`src/rtl/pmc_pkg.sv`:
```
// Package for the power mode control block: mode codes, widths, timing counts
package pmc_pkg;

  // Mode pin codes, high pin then low pin
  localparam logic [1:0] PMC_CODE_NORMAL = 2'h1;
  localparam logic [1:0] PMC_CODE_REDUCED = 2'h0;
  localparam logic [1:0] PMC_CODE_LOW = 2'h2;
  localparam logic [1:0] PMC_CODE_SLEEP = 2'h3;

  // Status register layout
  localparam int PMC_DONE_BIT = 15;
  localparam int PMC_REG_W = 16;
  localparam logic [15:0] PMC_STATUS_RST = 16'h0000;

  // Register image defaults (control reloaded on return to normal mode; threshold and second configuration only at reset)
  localparam int PMC_CTRL_W = 32;
  localparam logic [31:0] PMC_CTRL_RST = 32'h0000_0000;
  localparam logic [7:0] PMC_LPTHR_RST = 8'h07;
  localparam logic [15:0] PMC_CFG2_RST = 16'h0000;

  // Transition time in nanoseconds and its cycle count at 100 MHz
  localparam int PMC_CLK_NS = 10;
  localparam int PMC_TRANS_NS = 200;
  localparam int PMC_TRANS_CYC = (PMC_TRANS_NS + PMC_CLK_NS - 1) / PMC_CLK_NS;
  localparam int PMC_CNT_W = 8;

  // Operating modes
  typedef enum logic [1:0] {
    PMC_NORMAL,
    PMC_REDUCED,
    PMC_LOW,
    PMC_SLEEP
  } pmc_mode_e;

  // Host access to the status and mask registers
  typedef struct packed {
    logic status_wr;
    logic [15:0] status_wdata;
    logic mask_wr;
    logic [15:0] mask_wdata;
  } pmc_host_s;

  // Mode pin decode; the reduced variant only knows normal and sleep
  function automatic pmc_mode_e pmc_decode(input logic [1:0] code, input logic full);
    pmc_mode_e m;
    m = PMC_SLEEP;
    if (code == PMC_CODE_NORMAL) begin
      m = PMC_NORMAL;
    end else if (code == PMC_CODE_SLEEP) begin
      m = PMC_SLEEP;
    end else if (full && code == PMC_CODE_REDUCED) begin
      m = PMC_REDUCED;
    end else if (full && code == PMC_CODE_LOW) begin
      m = PMC_LOW;
    end
    return m;
  endfunction : pmc_decode

endpackage : pmc_pkg

```
`src/rtl/pmc_power_mode_control.sv`:
```
// Power mode control: mode pin decode, register reload and transition-done flag
module pmc_power_mode_control
  import pmc_pkg::*;
(
  // Clock and reset
  input wire logic clk_i,
  input wire logic sys_rst_i,
  // Variant strap: high for the fuller four-mode variant
  input wire logic full_variant_i,
  // Mode pins from the host
  input wire logic mode_select_high_pin_i,
  input wire logic mode_select_low_pin_i,
  // Host register writes
  input wire pmc_host_s host_i,
  // Control register writes from the rest of the device
  input wire logic ctrl_wr_i,
  input wire logic [31:0] ctrl_wdata_i,
  input wire logic lpthr_wr_i,
  input wire logic [7:0] lpthr_wdata_i,
  input wire logic cfg2_wr_i,
  input wire logic [15:0] cfg2_wdata_i,
  // Other interrupt sources for the first line
  input wire logic first_irq_event_i,
  // Register images
  output logic [31:0] ctrl_o,
  output logic [7:0] low_power_threshold_register_o,
  output logic [15:0] second_configuration_register_o,
  output logic [15:0] first_status_register_o,
  output logic [15:0] mask_o,
  // Mode and interrupt lines
  output logic [1:0] mode_o,
  output logic transitioning_o,
  output logic first_interrupt_line_n_o,
  output logic second_interrupt_line_n_o
);

  // Transition sequencer states
  // Idle, one reload cycle, then a timed wait before the flag is raised
  typedef enum logic [1:0] {
    ST_RUN,
    ST_RELOAD,
    ST_WAIT
  } pmc_state_e;

  // Synchronised pins and decoded mode
  // The mode register holds the last decode; the live decode is compared with it
  logic [1:0] pins_sync;
  pmc_mode_e mode_now;
  pmc_mode_e mode_reg;
  pmc_state_e state_reg;
  pmc_state_e state_next;
  logic [7:0] cnt_reg;
  logic [7:0] cnt_next;
  logic enter_normal;
  logic trans_start;  // One-cycle strobe as the sequencer leaves idle
  logic trans_end;

  // Register images and flags
  // Image registers stand in for the wider register file of the device
  logic [31:0] ctrl_reg;
  logic [7:0] lpthr_reg;
  logic [15:0] cfg2_reg;
  logic [15:0] mask_reg;
  logic done_reg;
  logic done_next;
  logic first_irq_reg;
  logic first_irq_next;
  logic first_line_n_reg;
  logic second_line_n_reg;
  logic trans_reg;
  logic done_clr;

  // Pins pass three synchroniser stages and the filter register before decode
  // Raw pins are asynchronous to clk_i; only the filtered level is decoded
  pmc_pin_sync u_sync (
    .clk_i(clk_i),
    .sys_rst_i(sys_rst_i),
    .pin_i({mode_select_high_pin_i, mode_select_low_pin_i}),
    .level_o(pins_sync)
  );

  // Decode the settled pins; variant restricts the set
  // Codes the two-mode variant lacks fall back to sleep, the pull-up state
  assign mode_now = pmc_decode(pins_sync, full_variant_i);

  // A change from any other mode into normal starts a transition
  // Leaving and re-entering normal during the wait does not restart it,
  // because the request is only acted on in the idle state
  assign enter_normal = (mode_now == PMC_NORMAL) && (mode_reg != PMC_NORMAL);
  assign trans_start = (state_reg == ST_RUN) && enter_normal;
  // The wait ends on the cycle the count reaches one
  assign trans_end = (state_reg == ST_WAIT) && (cnt_reg == 8'h01);

  // Sequencer: reload one cycle, then wait out the transition time
  // The reload state lasts one cycle so a write in flight cannot split it
  always_comb begin
    state_next = state_reg;
    cnt_next = cnt_reg;
    unique case (state_reg)
      ST_RUN: begin
        if (enter_normal) begin
          state_next = ST_RELOAD;
        end
      end
      ST_RELOAD: begin
        // Load the wait length, counted in master clock cycles
        state_next = ST_WAIT;
        cnt_next = PMC_CNT_W'(PMC_TRANS_CYC);
      end
      ST_WAIT: begin
        // Count down; the end strobe and the return to idle share a cycle
        cnt_next = cnt_reg - 8'h01;
        if (trans_end) begin
          state_next = ST_RUN;
        end
      end
      default: begin
        // Unused state code; fall back to idle
        state_next = ST_RUN;
      end
    endcase
  end

  // Host clear of the done bit by writing one
  // Only bit 15 of the written word acts; other written bits are ignored
  assign done_clr = host_i.status_wr && host_i.status_wdata[PMC_DONE_BIT];

  // Set wins over clear; no mask term gates this path
  // A new transition forces the flag low so that it reads zero while busy
  assign done_next = trans_end ? 1'b1 :
                     ((done_clr || trans_start) ? 1'b0 : done_reg);

  // First line sticky source, cleared by any status write
  // The first line has no transition duty; it only mirrors this sticky source
  assign first_irq_next = first_irq_event_i ? 1'b1 :
                          (host_i.status_wr ? 1'b0 : first_irq_reg);

  // Sequencer state and mode
  // The busy output comes from the next state so it rises with the reload state
  always_ff @(posedge clk_i or posedge sys_rst_i) begin
    if (sys_rst_i) begin
      state_reg <= ST_RUN;
      cnt_reg <= 8'h00;
      mode_reg <= PMC_SLEEP;
      trans_reg <= 1'b0;
    end else begin
      state_reg <= state_next;
      cnt_reg <= cnt_next;
      mode_reg <= mode_now;
      trans_reg <= (state_next != ST_RUN);
    end
  end

  // Register images; reload keeps threshold and second configuration
  // Control and mask writes arriving during the reload cycle lose to the defaults
  // Trade-off: writes during the wait land, so software may preset early
  always_ff @(posedge clk_i or posedge sys_rst_i) begin
    if (sys_rst_i) begin
      ctrl_reg <= PMC_CTRL_RST;
      mask_reg <= PMC_STATUS_RST;
      lpthr_reg <= PMC_LPTHR_RST;
      cfg2_reg <= PMC_CFG2_RST;
    end else begin
      if (state_reg == ST_RELOAD) begin
        ctrl_reg <= PMC_CTRL_RST;
        mask_reg <= PMC_STATUS_RST;
      end else begin
        if (ctrl_wr_i) begin
          ctrl_reg <= ctrl_wdata_i;
        end
        if (host_i.mask_wr) begin
          mask_reg <= host_i.mask_wdata;
        end
      end
      // Threshold and second configuration never reload here
      // They carry low-power settings across modes, so a return keeps them
      if (lpthr_wr_i) begin
        lpthr_reg <= lpthr_wdata_i;
      end
      if (cfg2_wr_i) begin
        cfg2_reg <= cfg2_wdata_i;
      end
    end
  end

  // Flags and active-low lines, all registered
  // Lines come from next-state values so they move on the same edge as flags
  always_ff @(posedge clk_i or posedge sys_rst_i) begin
    if (sys_rst_i) begin
      done_reg <= 1'b0;
      first_irq_reg <= 1'b0;
      first_line_n_reg <= 1'b1;
      second_line_n_reg <= 1'b1;
    end else begin
      done_reg <= done_next;
      first_irq_reg <= first_irq_next;
      first_line_n_reg <= ~first_irq_next;
      second_line_n_reg <= ~done_next;
    end
  end

  // Outputs straight from flip-flops
  // Unused status bits are tied low; only the done flag lives here
  assign ctrl_o = ctrl_reg;
  assign low_power_threshold_register_o = lpthr_reg;
  assign second_configuration_register_o = cfg2_reg;
  assign first_status_register_o = {done_reg, 15'h0000};
  assign mask_o = mask_reg;
  assign mode_o = mode_reg;
  assign transitioning_o = trans_reg;
  assign first_interrupt_line_n_o = first_line_n_reg;
  assign second_interrupt_line_n_o = second_line_n_reg;

endmodule : pmc_power_mode_control

```
`src/rtl/pmc_pin_sync.sv`:
```
// Three-stage pin synchroniser with agreement filter for the mode pins
module pmc_pin_sync
  import pmc_pkg::*;
(
  // Clock and reset
  input wire logic clk_i,
  input wire logic sys_rst_i,
  // Raw pin levels and the settled result
  input wire logic [1:0] pin_i,
  output logic [1:0] level_o
);

  // Stage registers; stage one feeds only stage two
  logic [1:0] s1_reg;
  logic [1:0] s2_reg;
  logic [1:0] s3_reg;
  logic [1:0] level_reg;
  logic [1:0] level_next;

  // Each bit updates only when stages two and three agree
  genvar g;
  generate
    for (g = 0; g < 2; g++) begin : g_bit
      assign level_next[g] = (s2_reg[g] == s3_reg[g]) ? s3_reg[g] : level_reg[g];
    end
  endgenerate

  // Pins pull up internally, so reset to all ones (sleep)
  always_ff @(posedge clk_i or posedge sys_rst_i) begin
    if (sys_rst_i) begin
      s1_reg <= PMC_CODE_SLEEP;
      s2_reg <= PMC_CODE_SLEEP;
      s3_reg <= PMC_CODE_SLEEP;
      level_reg <= PMC_CODE_SLEEP;
    end else begin
      s1_reg <= pin_i;
      s2_reg <= s1_reg;
      s3_reg <= s2_reg;
      level_reg <= level_next;
    end
  end

  assign level_o = level_reg;

endmodule : pmc_pin_sync

```
`config.mk`:
```
export PLATFORM = sky130hd
export DESIGN_NAME = pmc_power_mode_control
export DESIGN_NICKNAME = d
export VERILOG_FILES = /design/src/rtl/pmc_pkg.sv /design/src/rtl/pmc_power_mode_control.sv /design/src/rtl/pmc_pin_sync.sv
export SDC_FILE = /design/constraint.sdc
export NUM_CORES = 1
export LEC_CHECK = 0
export ABC_AREA = 1
export BUFFER_PORTS_ARGS = -buffer_cell sky130_fd_sc_hd__buf_2
export CAP_MARGIN = 0
export CELL_PAD_IN_SITES_DETAIL_PLACEMENT = 0
export CELL_PAD_IN_SITES_GLOBAL_PLACEMENT = 1
export CORE_MARGIN = 2
export CORE_UTILIZATION = 37
export DETAILED_ROUTE_END_ITERATION = 8
export GPL_TIMING_DRIVEN = 0
export PLACE_DENSITY_LB_ADDON = 0.1
export SYNTH_ARGS = -nofsm -noshare
export SYNTH_HDL_FRONTEND = slang
export SYNTH_SLANG_ARGS = --single-unit
export TNS_END_PERCENT = 10
```
`constraint.sdc`:
```
create_clock -name clk_i -period 4.5 [get_ports clk_i]
set_input_delay 0.45 -clock clk_i [delete_from_list [all_inputs] [get_ports clk_i]]
set_output_delay 0.45 -clock clk_i [all_outputs]
set_load 0.03 [all_outputs]
```
==> results by group <==
Synth
  • EDFF count, synth: 0
  • Synth cell count leaders: dfrtp_1, inv_1, nand3_1
  • Seq/Total Area, Yosys: 0.593
  • Mapped Cells: 392
  • Asr flop ratio synth: 1.00
  • Syn avg cell area: 10.5 µm²
  • YS warnings: 0
  • Mapped Area: 4130 µm²
  • Post-synth top area share: 0.497
  • Post-synth cell types: 29
  • Synth area leader: dfrtp_1
  • Synth Flop Type: dfrtp_1
  • Synth top area cells: dfrtp_1, dfstp_2, nand3_1
  • #FFs+latches synth: 97
  • Top-count cell post-synth: dfrtp_1

Timing
  • Setup TNS: 0 ps
  • Fmax: 624 MHz
  • Crit path time final: 1600 ps
  • Slew at the pin closest to its max-slew limit: 575 ps
  • Final hold vios: 0
  • RSZ-0062 raised after global routing: no
  • Max_slew headroom: 0.616
  • Final setup viols: 0
  • Slew Limit Fails: 0
  • Clock Skews: 10.8 ps
  • Period Utilization, post-route: 0.356

Finish
  • Layout cells sized above 1: 0.441
  • # nets final: 680
  • Diodes inserted: 0
  • Area growth syn-to-layout: 30.3%
  • Max reg flops: 32
  • Fin util: 0.496

Drt
  • DR iter-0 viols: 125
  • Avg WL per Cell: 12.9 µm
  • Vias per inst: 4.40
  • First-pass iteration count of the detailed router: 4
  • Vias: 3,168
  • DRC viols: 0
  • Routed Antenna Nets: 0
  • WL final: 9.32 mm

Critical path
  • CP startpoint kind: register
  • Worst setup EP type: register
  • Crit path cell chain: inv_1, ha_1, inv_1, buf_2, buf_2, nand3_1, o21ai_0
  • WP data required: 4780 ps
  • Max stage delay on crit path: 420 ps
  • Maximum net fanout on the critical path: 10
  • Worst path arrival time: 1890 ps
  • Crit Path Class: reg -> reg
  • CP max-delay cell: dfrtp_1

CTS
  • CTS tree: built
  • # clock sinks: 97
  • PostCTS Resize Cnt: 0
  • Post-CTS Setup Bufs: 0
  • H-tree depth: 3
  • Worst-skew pair later-pin latency: 360 ps
  • Worst-path clk slew: 100 ps
  • Num CTS Buffers: 9
  • Largest buffer count on any clock path: 2
  • Hold_buf cts: 0
  • Clock root cell: clkbuf_8

GRT
  • Total Routing Usage GR: 0.158
  • Global route overflow: 0
  • Initial antenna violation count: 0
  • First-pass GRT wire length: 14.6 mm
  • Largest net degree at the start of global routing: 54
  • Vias in the first global route: 3,002

Power and ir drop
  • Net switching power: 1.13 mW
  • PwrDens: 517 nW/µm²
  • Sequential share of power: 0.414
  • Combinational cell fraction of total power: 0.379
  • Worst VDD drop: 175 µV
  • Clk pwr share: 0.206
  • Sw Share: 0.406
  • P_leak: 2.85 nW
  • Internal: 1.65 mW

Job
  • Max-cap violation count: 0

Placed design
  • HPWL after DPL: 7.13 mm
  • Port bufs: 157
  • GPL Wtd Cong: 0.750

Run status
  • Outcome: completed

Floorplanning
  • # IOs: 192
  • Row count: 38
  • Core Footprint: 10,800 µm²
  • Die area: 12,000 µm²
  • Initial core utilization: 0.381
  • Die H: 110 µm
  • Die width: 110 µm

Hold path
  • Hold Path Class: in -> async
[per-stage QoR]
stage	power, mW	setup WS (ps)	cell area (µm²)	cells	hold WS [ps]
floorplan	1.92	1540	4180	406	345
global placement	2.22	314	5140	703	346
detailed placement	2.24	2860	5170	704	349
CTS	2.82	2830	5380	720	152
global route	2.99	2660	5380	720	144
finish	2.78	2900	5380	720	146
[cell families after synthesis]
kind of cell    Yosys count  synth area share
buf+inv                 107             0.126
flops                    97             0.593
simple gates             97             0.111
compound gates           57            0.0785
mux                      24            0.0655
fa+ha+maj                 8            0.0230
other cells               1          0.000908
xor+xnor                  1           0.00212
[final cells by class]
type | instances | area (µm²)
buffer | 35 | 250
clock buffer | 11 | 163
clock inverter | 5 | 43.8
fill | 1063 | 5460
inverter | 72 | 273
multi-input combinational | 202 | 1210
sequential | 97 | 2450
tap | 140 | 175
timing repair buffer | 158 | 813
[final timing paths]
check                                      start                             endpoint  slack, ps  cells after the start
min                                    sys_rst_i  second_configuration_register_o[14]        150                      2
min reg2reg                     u_sync.s1_reg[0]                     u_sync.s2_reg[0]        360                      0
max                                 state_reg[1]                           ctrl_o[30]       2900                      7
min in group clk_i         mode_select_low_pin_i                     u_sync.s1_reg[0]        170                      1
max in group asynchronous              sys_rst_i                     u_sync.s1_reg[1]       3670                      3
max reg2reg                         state_reg[1]                           ctrl_o[30]       2900                      7
[cell usage in the layout, fill, tap and decap left out, drive strengths merged]
cell type and n:
clkinv 2, xor2 1, nand4 1, dfstp 15
o21ai 52, o22ai 1, dfrtp 82, nand2 23
or2 2, conb 15, nand3 58, a21oi 4
nor3 1, maj3 2, inv 75, nand3b 1
buf 188, ha 6, mux2 24, nor2 11
clkbuf 16
[metal layers]
layer	share of wire	global-route usage	up-vias
met5	0	0	-
met4	0.020	0.0732	0
met3	0.070	0.0326	14
met2	0.47	0.249	102
met1	0.44	0.208	1460
li1	-	-	1592
[critical path: cells and delay by family, from the launching register on]
| family | cells | cell delay [ps] |
|---|---|---|
| simple gates | 1 | 80 |
| fa+ha+maj | 1 | 240 |
| buf+inv | 4 | 690 |
| compound gates | 1 | 90 |
| flops | 1 | 420 |
[power groups by stage]
stage	Clock, mW	Sequential (mW)	Combinational, mW
2_1_floorplan	0	1.44	0.476
5_1_grt	0.637	1.18	1.17
4_1_cts	0.598	1.15	1.07
6_report	0.574	1.15	1.05
3_5_place_dp	0	1.17	1.07
3_3_place_gp	0	1.16	1.05
Power figures use the tool's default switching activity.
